==> src/carp_pkg.sv <==
// Purpose: constants and types for the current-channel result post-processor
// Assumes: 32-bit memory-mapped register bus, byte addresses
// Notes:   control/config/mode registers live outside; their writes arrive as strobes

package carp_pkg;

  // ********************************************************
  // register map
  // ********************************************************
  localparam logic [31:0] CARP_ADDR_COUNT_LIMIT = 32'hffff0548;
  localparam logic [31:0] CARP_ADDR_COUNT_VALUE = 32'hffff054c;
  localparam logic [31:0] CARP_ADDR_THRESHOLD   = 32'hffff0550;
  localparam logic [31:0] CARP_ADDR_ACCUM       = 32'hffff055c;

  localparam logic [15:0] CARP_RST_COUNT_LIMIT = 16'h0001;
  localparam logic [15:0] CARP_RST_COUNT_VALUE = 16'h0000;
  localparam logic [15:0] CARP_RST_THRESHOLD   = 16'h0000;
  localparam logic [31:0] CARP_RST_ACCUM       = 32'h00000000;

  // ********************************************************
  // adc_config field positions
  // ********************************************************
  localparam int CARP_CFG_COUNT_EN = 0;
  localparam int CARP_CFG_CMP_EN   = 3;
  localparam int CARP_CFG_ACC_EN   = 5;

  // ********************************************************
  // types
  // ********************************************************
  typedef struct packed {
    logic        wr;
    logic        rd;
    logic [31:0] addr;
    logic [31:0] wdata;
  } carp_bus_req_t;

  typedef struct packed {
    logic        valid;
    logic [15:0] data;
  } carp_result_t;

  typedef enum logic [1:0] {
    CARP_ACC_IDLE = 2'b00,
    CARP_ACC_RUN  = 2'b01,
    CARP_ACC_CLR  = 2'b11
  } carp_acc_state_t;

endpackage : carp_pkg

==> src/carp_mag.sv <==
// Purpose: magnitude of a current-channel result for threshold comparison
// Assumes: twos complement or unipolar coding chosen by the caller
// Notes:   most negative code saturates to 0x7fff

`timescale 1ns/100ps
`default_nettype none

module carp_mag (
  // result in
  input  wire logic [15:0] result,
  input  wire logic        twos_comp,
  // magnitude out
  output logic      [15:0] magnitude
);
  import carp_pkg::*;

  logic [15:0] neg;

  always_comb begin
    neg = 16'h0000 - result;
    if (!twos_comp) begin
      magnitude = result;
    end else if (!result[15]) begin
      magnitude = result;
    end else if (result == 16'h8000) begin
      magnitude = 16'h7fff;
    end else begin
      magnitude = neg;
    end
  end

endmodule : carp_mag

`default_nettype wire

==> src/carp_top.sv <==
// Purpose: result counter, threshold comparator and accumulator of the current channel
// Assumes: one result strobe per finished conversion, synchronous to clk
// Notes:   reads answer in the cycle after the read strobe

`timescale 1ns/100ps
`default_nettype none

module carp_top (
  // clock and reset
  input  wire logic                   clk,
  input  wire logic                   resetn,
  // register bus
  input  wire carp_pkg::carp_bus_req_t bus_req,
  output logic                        bus_ack,
  output logic                        bus_hit,
  output logic [31:0]                 bus_rdata,
  // configuration from adc_config and adc_mode
  input  wire logic [7:0]             adc_config,
  input  wire logic                   twos_comp,
  input  wire logic                   acc_subtract,
  input  wire logic                   reconfig_wr,
  // results from filter path
  input  wire carp_pkg::carp_result_t result_in,
  // events to interrupt logic
  output logic                        count_irq,
  output logic                        cmp_irq
);
  import carp_pkg::*;

  // ********************************************************
  // address decode
  // ********************************************************
  function automatic logic addr_is(input logic [31:0] a, input logic [31:0] target);
    addr_is = (a == target);
  endfunction : addr_is

  // one select line per mapped register; index order is the read mux order
  localparam int CARP_NUM_REGS = 4;
  localparam int SEL_LIMIT     = 0;
  localparam int SEL_VALUE     = 1;
  localparam int SEL_THRESH    = 2;
  localparam int SEL_ACCUM     = 3;
  localparam logic [CARP_NUM_REGS-1:0][31:0] REG_ADDR = {
    CARP_ADDR_ACCUM,
    CARP_ADDR_THRESHOLD,
    CARP_ADDR_COUNT_VALUE,
    CARP_ADDR_COUNT_LIMIT
  };

  logic [CARP_NUM_REGS-1:0] reg_sel;
  logic                     bus_access;
  logic                     wr_limit;
  logic                     wr_thresh;
  logic                     hit;

  for (genvar g = 0; g < CARP_NUM_REGS; g++) begin : g_sel
    assign reg_sel[g] = addr_is(bus_req.addr, REG_ADDR[g]);
  end

  always_comb begin
    bus_access = bus_req.rd || bus_req.wr;
    wr_limit   = bus_req.wr && reg_sel[SEL_LIMIT];
    wr_thresh  = bus_req.wr && reg_sel[SEL_THRESH];
    // an idle bus may still show a mapped address; hit follows strobes only
    hit        = bus_access && (|reg_sel);
  end

  // ********************************************************
  // writable registers
  // ********************************************************
  // writes land at the edge that takes the strobe; ack rises at that same edge
  logic [15:0] limit_reg;
  logic [15:0] limit_next;
  logic [15:0] thresh_reg;
  logic [15:0] thresh_next;

  always_comb begin
    limit_next  = limit_reg;
    thresh_next = thresh_reg;
    if (wr_limit) begin
      limit_next = bus_req.wdata[15:0];
    end
    if (wr_thresh) begin
      thresh_next = bus_req.wdata[15:0];
    end
  end

  always_ff @(posedge clk) begin
    if (!resetn) begin
      limit_reg  <= CARP_RST_COUNT_LIMIT;
      thresh_reg <= CARP_RST_THRESHOLD;
    end else begin
      limit_reg  <= limit_next;
      thresh_reg <= thresh_next;
    end
  end

  // ********************************************************
  // configuration decode
  // ********************************************************
  // enables are levels of the outer config register, used as they stand
  logic cfg_count_en;
  logic cfg_cmp_en;
  logic cfg_acc_en;

  always_comb begin
    cfg_count_en = adc_config[CARP_CFG_COUNT_EN];
    cfg_cmp_en   = adc_config[CARP_CFG_CMP_EN];
    cfg_acc_en   = adc_config[CARP_CFG_ACC_EN];
  end

  // ********************************************************
  // result counter
  // ********************************************************
  // limit 0 never matches until the count wraps past 16'hffff, and a limit
  // lowered below the running count behaves the same way
  logic [15:0] count_reg;
  logic [15:0] count_next;
  logic        count_irq_reg;
  logic        count_irq_next;
  logic [15:0] count_inc;

  always_comb begin
    count_inc      = count_reg + 16'h0001;
    count_next     = count_reg;
    count_irq_next = 1'b0;
    // reconfiguration wins over a result in the same cycle
    if (reconfig_wr) begin
      count_next = 16'h0000;
    end else if (result_in.valid && cfg_count_en) begin
      // wrap fires the interrupt in the same step the count reaches the limit
      if (count_inc == limit_reg) begin
        count_next     = 16'h0000;
        count_irq_next = 1'b1;
      end else begin
        count_next = count_inc;
      end
    end
  end

  always_ff @(posedge clk) begin
    if (!resetn) begin
      count_reg     <= CARP_RST_COUNT_VALUE;
      count_irq_reg <= 1'b0;
    end else begin
      count_reg     <= count_next;
      count_irq_reg <= count_irq_next;
    end
  end

  // ********************************************************
  // threshold comparator
  // ********************************************************
  logic [15:0] magnitude;
  logic [15:0] thresh_eff;
  logic        cmp_irq_reg;
  logic        cmp_irq_next;

  carp_mag u_mag (
    .result    (result_in.data),
    .twos_comp (twos_comp),
    .magnitude (magnitude)
  );

  always_comb begin
    thresh_eff   = twos_comp ? {1'b0, thresh_reg[14:0]} : thresh_reg;
    // strict greater-than: a result equal to the threshold stays quiet
    cmp_irq_next = result_in.valid && cfg_cmp_en
                   && (magnitude > thresh_eff);
  end

  always_ff @(posedge clk) begin
    if (!resetn) begin
      cmp_irq_reg <= 1'b0;
    end else begin
      cmp_irq_reg <= cmp_irq_next;
    end
  end

  // ********************************************************
  // accumulator
  // ********************************************************
  // wraps silently at 32 bits; software must read it before it rolls over
  carp_acc_state_t acc_state_reg;
  carp_acc_state_t acc_state_next;
  logic [31:0]     acc_reg;
  logic [31:0]     acc_next;
  logic [31:0]     sample_ext;

  always_comb begin
    // unipolar results are zero-extended so large codes do not turn negative
    sample_ext     = twos_comp ? {{16{result_in.data[15]}}, result_in.data}
                               : {16'h0000, result_in.data};
    acc_next       = acc_reg;
    acc_state_next = acc_state_reg;
    case (acc_state_reg)
      CARP_ACC_IDLE: begin
        acc_next = 32'h00000000;
        // a result in the enabling cycle is dropped: idle needs an edge to leave
        if (cfg_acc_en) begin
          acc_state_next = CARP_ACC_RUN;
        end
      end
      CARP_ACC_RUN: begin
        // disable outranks reconfiguration, which outranks a result
        if (!cfg_acc_en) begin
          acc_next       = 32'h00000000;
          acc_state_next = CARP_ACC_IDLE;
        end else if (reconfig_wr) begin
          acc_next = 32'h00000000;
        end else if (result_in.valid) begin
          acc_next = acc_subtract ? acc_reg - sample_ext
                                  : acc_reg + sample_ext;
        end
      end
      default: begin
        acc_next       = 32'h00000000;
        acc_state_next = CARP_ACC_IDLE;
      end
    endcase
    if (acc_state_reg == CARP_ACC_IDLE && reconfig_wr) begin
      acc_next = 32'h00000000;
    end
  end

  always_ff @(posedge clk) begin
    if (!resetn) begin
      acc_state_reg <= CARP_ACC_IDLE;
      acc_reg       <= CARP_RST_ACCUM;
    end else begin
      acc_state_reg <= acc_state_next;
      acc_reg       <= acc_next;
    end
  end

  // ********************************************************
  // read path
  // ********************************************************
  logic [31:0] rdata_reg;
  logic [31:0] rdata_next;
  logic        ack_reg;
  logic        ack_next;
  logic        hit_reg;
  logic        hit_next;

  always_comb begin
    // writes and unmapped reads return zero; every strobe is acknowledged
    rdata_next = 32'h00000000;
    ack_next   = bus_access;
    hit_next   = hit;
    if (bus_req.rd) begin
      if (reg_sel[SEL_LIMIT]) begin
        rdata_next = {16'h0000, limit_reg};
      end else if (reg_sel[SEL_VALUE]) begin
        rdata_next = {16'h0000, count_reg};
      end else if (reg_sel[SEL_THRESH]) begin
        rdata_next = {16'h0000, thresh_reg};
      end else if (reg_sel[SEL_ACCUM]) begin
        rdata_next = acc_reg;
      end
    end
  end

  always_ff @(posedge clk) begin
    if (!resetn) begin
      rdata_reg <= 32'h00000000;
      ack_reg   <= 1'b0;
      hit_reg   <= 1'b0;
    end else begin
      rdata_reg <= rdata_next;
      ack_reg   <= ack_next;
      hit_reg   <= hit_next;
    end
  end

  assign bus_rdata = rdata_reg;
  assign bus_ack   = ack_reg;
  assign bus_hit   = hit_reg;
  // irqs are single-cycle pulses; the interrupt controller latches them
  assign count_irq = count_irq_reg;
  assign cmp_irq   = cmp_irq_reg;

endmodule : carp_top

`default_nettype wire
==> config.mk <==
export PLATFORM = sky130hd
export DESIGN_NAME = carp_top
export DESIGN_NICKNAME = d
export VERILOG_FILES = /design/src/carp_pkg.sv /design/src/carp_mag.sv /design/src/carp_top.sv
export SDC_FILE = /design/constraint.sdc
export NUM_CORES = 1
export LEC_CHECK = 0
export BUFFER_PORTS_ARGS = -buffer_cell sky130_fd_sc_hd__buf_2
export CORE_MARGIN = 2
export CORE_UTILIZATION = 52
export CTS_BUF_LIST = sky130_fd_sc_hd__clkbuf_4 sky130_fd_sc_hd__clkbuf_8 sky130_fd_sc_hd__clkbuf_16
export CTS_CLUSTER_DIAMETER = 60
export DETAILED_ROUTE_END_ITERATION = 8
export GPL_TIMING_DRIVEN = 0
export PLACE_DENSITY_LB_ADDON = 0.12
export SYNTH_ARGS = -nofsm -noshare
export SYNTH_HDL_FRONTEND = slang
export SYNTH_SLANG_ARGS = --single-unit
==> constraint.sdc <==
create_clock -name clk -period 3.7 [get_ports clk]
set_input_delay 0.185 -clock clk [delete_from_list [all_inputs] [get_ports clk]]
set_output_delay 0.185 -clock clk [all_outputs]
set_load 0.005 [all_outputs]
; After elaboration in Yosys (flattened, before gate mapping)
; Index checks and enable logic that the tools add are counted.
[classes]
n_lt_le_gt_ge = 1
bitwise = 6
addsub = 4
mux = 15
eq_ne = 9
n_reduce_logical = 16
[op_table]
columns = op, n
row1 = $mux 16, 9
row2 = $eq 32x32->1 const B, 4
row3 = $mux 32, 2
row4 = $add 32x32->32, 1
row5 = $sub 32x32->32, 1
row6 = $add 16x1->16 const B, 1
row7 = $eq 16x16->1, 1
row8 = $eq 16x16->1 const B, 1
row9 = $gt 16x16->1, 1
row10 = $sub 1x16->16 const A, 1
row11 = $logic_and 1x1->1, 7
row12 = $not 1->1, 6
row13 = $reduce_or 6->1, 1
row14 = $reduce_or 5->1, 1
row15 = $mux 2, 2
row16 = $ne 2x2->1 const B, 2
row17 = $pmux 2 s2, 1
row18 = $reduce_and 2->1, 2
row19 = $reduce_or 4->1, 1
row20 = $reduce_or 3->1, 1
row21 = $eq 2x1->1 const B, 1
row22 = $logic_not 2->1, 1
row23 = $reduce_or 2->1, 1
row24 = $logic_or 1x1->1, 1
row25 = $mux 1, 1
[word_totals]
elab_cells = 62
output_inout_bits = 36
regBits = 118

; Logic depth before layout (Yosys ltp)
[logic_depth]
word_depth = 6
mapped_depth = 21
ltp_nobuf = 19

; Modules after synthesis
; Synthesis repeated with hierarchy kept, for this count alone.
[unflattened]
cells_unflattened = 1000
area_unflattened_um2 = 8023.9
[by_module_without_submodules]
columns = mod, area_per_inst_um2, instances, cells_per_inst
row1 = carp_top, 7554.7, 1, 929
row2 = carp_mag, 469.2, 1, 71

; Worst setup path after synthesis
; OpenSTA, ideal clock, no wires.
[synth_path]
path_type = input-to-reg
start = input port result_in[1] in the netlist's numbering
end = register acc_reg[31]
arrival_ps = 4040
path_stages = 20
n_path_buf = 1
path_slack_ps = -411
required_ps = 3629
path_cell_list = inv_1 ha_1 inv_1 or3_4 or3_1 nor4b_2 nand2_1 nor3_1 nor2_1 xnor2_1 ha_1 clkbuf_2 and3_1 and4_1 o21ai_0 o211ai_1 a21oi_1 or4_1 a21o_1 a21oi_1
[synth_between]
elab_chain_cells = 3
[synth_lines]
columns = element, line
row1 = from (decl), carp_top.sv:23  ; input wire carp_pkg::carp_result_t result_in,
row2 = $mux 32 *, carp_top.sv:192  ; sample_ext = twos_comp ? {{16{result_in.data[15]}}, result_in.data}
row3 = $add 32x32->32 / $sub 32x32->32 (equally long branches), "carp_top.sv:213, carp_top.sv:212"
row4 = $mux 32 *, carp_top.sv:212  ; acc_next = acc_subtract ? acc_reg - sample_ext
row5 = to (signal assigned), carp_top.sv:232  ; acc_reg <= acc_next;
row6 = to (decl), carp_top.sv:186  ; logic [31:0] acc_reg;
; Every way passes the cells marked *; elsewhere a longest branch is shown, timed or not.
; A chain may end at the register's enable or synchronous reset.

; Worst setup path in the final report
; Ends and elaborated chain as after synthesis.

==> out/qor.txt <==
Avg Cell Area, Syn: 8.07 sq um
Worst Hold Endpoint: thresh_reg[5]$_SDFFE_PN0P_
Hold Startpoint: bus_req[5]
Worst hold path type: input pin to register
Post-DR vias/cell: 5.76
Die ar.: 16400 sq um
Synth Flop Type: dfxtp_1
First-pass GRT wire length: 35500 um
Power Density: 363 nW/um^2
Setup-failing EPs final: 2
Synth warn: 0
Setup ws final: -39.6 ps
Final Max Slew Viols: 0
Avg WL per Cell: 16.9 um
Slowest-stage cell, CP: or3_4
FP Rows: 45
Element type at the critical path start: input pin
Boundary pin count: 132
Clk pin slew, worst setup/hold paths: 50 ps
Status: complete, but fails checks
#FFs+latches synth: 117
Drt total wl: 22700 um
Most frequent cells in the layout: 121 x nand2_1, 117 x dfxtp_1, 109 x buf_2
Asr flop ratio synth: 0%
Grt total ovfl: 0
RSZ-0062 raised after global routing: yes
GRT Util Overall: 27.6%
Slew @ Worst Pin: 847 ps
TritonCTS buffer count: 17
Power, Total: 3.56 mW
R2R setup slack: 530 ps
Initial drt markers: 647
Commonest non-fill, non-tap cell in the layout: nand2_1
Count of cell types in the netlist: 77
Levels on crit path: 22
Hold-critical path depth: 3
Max VDD drop: 0.000327 V
Buf/Inv on CP: 5
H-tree levels: 4
Hpwl dp: 17000 um
R2R cell count: 9
N_diodes: 0
RR Startpoint: count_reg[0]$_SDFFE_PP0P_
Crit-path leading delay family: compound AO/OA/AOI/OAI gates
I/O Buffers: 104
Final period util: 101%
Area grow syn2layout: 22.9%
CORE AREA: 15100 sq um
Clk_lat worst skew: 430 ps
Placed cell areas: 8840 sq um
Capturing point of the worst reg2reg path: count_reg[7]$_SDFFE_PP0P_
Post-Synthesis Cells: 989
CTS sink count: 117
Maxcap violations: 0
Starting Density: 52.9%
CTS tree: done
CP endpoint kind: register
Arr. time, crit path: 4090 ps
EDFF count, synth: 0
Vert. Die Dim: 128 um
CP required: 4050 ps
Initial antenna violation count: 0
Total iterations of the first detailed-routing run: 6
Fraction of layout cells with a size suffix above 1: 21.6%
Min cycle time layout: 3740 ps
Hold Fails Final Rpt: 0
Final Cell Area: 9810 sq um
Kind of critical path: input pin to register
Via count: 7737
DRC Markers: 0
Final ANT Viol Nets: 0
Pin count of the biggest net entering global routing: 17
Fmax achieved: 0.267 GHz
CTS Root Cell: clkbuf_16
Pleak: 4.07 nW
Syn_nets: 1136
Clock Skew: 6.24 ps
Max incr delay on CP: 360 ps
Vias in the first global route: 6908
Synth Cell Area: 7980 sq um
Sequential-to-total area share from yosys stat: 29.3%
Failing checks: negative setup slack
Dpl ws: -862 ps
Worst rel slew slack: 43.6%
RePlAce Congestion: 0.914
Clock tree buffer depth: 2
Crit Path Max Fanout: 4
CP cell instances: buf_6 -> inv_8 -> ha_4 -> inv_2 -> or3_4 -> or3_4 -> nor4b_4 -> nand2_1 -> nor3_2 -> nor2_1 -> xnor2_1 -> ha_1 -> buf_4 -> a21oi_2 -> o21ai_2 -> o31ai_2 -> o211ai_1 -> a21oi_2 -> buf_4 -> o211ai_1 -> a21o_1 -> a21oi_1
Die X-Extent: 128 um
Nets: 1291
worst register-to-register path, stage by stage (launching register included):
cell	delay [ps]
dfxtp_1	500
ha_1	300
nand3_1	220
nor4_1	730
xnor2_1	190
nand2_1	60
or4_1	500
nand4b_4	230
nor2_1	250
nor3_1	80
how the worst max path moves through the flow:
stage            startpoint                  endpoint
2_1_floorplan  result_in[0]  acc_reg[31]$_SDFFE_PP0P_
3_3_place_gp   result_in[0]  acc_reg[28]$_SDFFE_PP0P_
3_5_place_dp   result_in[0]  acc_reg[28]$_SDFFE_PP0P_
4_1_cts        result_in[1]  acc_reg[31]$_SDFFE_PP0P_
5_1_grt        result_in[1]  acc_reg[31]$_SDFFE_PP0P_
6_report       result_in[1]  acc_reg[31]$_SDFFE_PP0P_
routing by layer:
layer  vias to the layer above  global-route usage [%]  wire length [um]
met5                         -                       0                 0
met4                         0                    9.11               507
met3                        43                    4.22              1370
met2                       296                    43.8             10200
met1                      3577                    38.5             10600
li1                       3821                       -                 -
Yosys cell counts (4+ instances only):
cell type,n,area (sq um)
a211o_1,5,43.8
a211oi_1,7,52.6
a21boi_0,17,128
a21o_1,20,150
a21oi_1,69,345
a22o_1,16,140
a31oi_1,10,62.6
and2_1,22,138
and3_1,9,56.3
and3_2,6,45.0
buf_2,9,45.0
buf_6,6,67.6
clkbuf_1,28,105
dfxtp_1,117,2340
ha_1,50,626
inv_1,29,109
mux2i_1,46,460
nand2_1,121,454
nand2b_1,8,50.1
nand3_1,25,125
nand4_1,13,81.3
nor2_1,79,297
nor2b_1,21,131
nor3_1,40,200
nor4_1,5,31.3
o211ai_1,9,67.6
o21a_1,10,75.1
o21ai_0,37,185
o21ai_2,9,78.8
or2_2,4,25.0
or3_1,7,43.8
xnor2_1,47,412
xor2_1,22,193
cell type report:
type / count / area (sq um)
clock buffer: 20 / 454
sequential: 117 / 2340
tap: 188 / 235
buffer: 53 / 322
clock inverter: 10 / 156
inverter: 30 / 133
multi-input combinational: 787 / 5380
timing repair buffer: 138 / 797
fill: 1340 / 5280
where the power goes:
part / total, mW / internal, mW / switching (mW) / leakage [nW]
combinational: 0.541 / 0.230 / 0.311 / 2.83
sequential: 1.29 / 1.28 / 0.0120 / 0.943
clock: 1.73 / 1.14 / 0.586 / 0.302
logic make-up after synthesis:
logic type,Yosys count,synth area share [%]
DFF,117,29.3
xor gates and xnor gates,69,7.57
AOI/OAI and AO/OA,238,19.9
muxes,46,5.77
buffers and inverters,85,5.44
and+or+nand+nor,383,23.9
adders and majority gates,51,8.09
through the flow:
stage / utilization [%] / std cells / TNS, ps / hold WS [ps]
finish: 65.0 / 1343 / -52.7 / 17.8
global route: 65.0 / 1343 / -1310 / 19.0
CTS: 64.3 / 1336 / 0 / 13.6
detailed placement: 58.6 / 1281 / -9300 / 452
global placement: 58.6 / 1281 / -8580 / 444
floorplan: - / 989 / -353 / 314
timing repair:
action,CTS,global route
hold buffers,0,0
setup buffers,26,11
gates resized for setup,12,16
pin swaps,10,14
setup endpoints to repair,13,14
No activity file was read; power rests on OpenSTA's default activity.
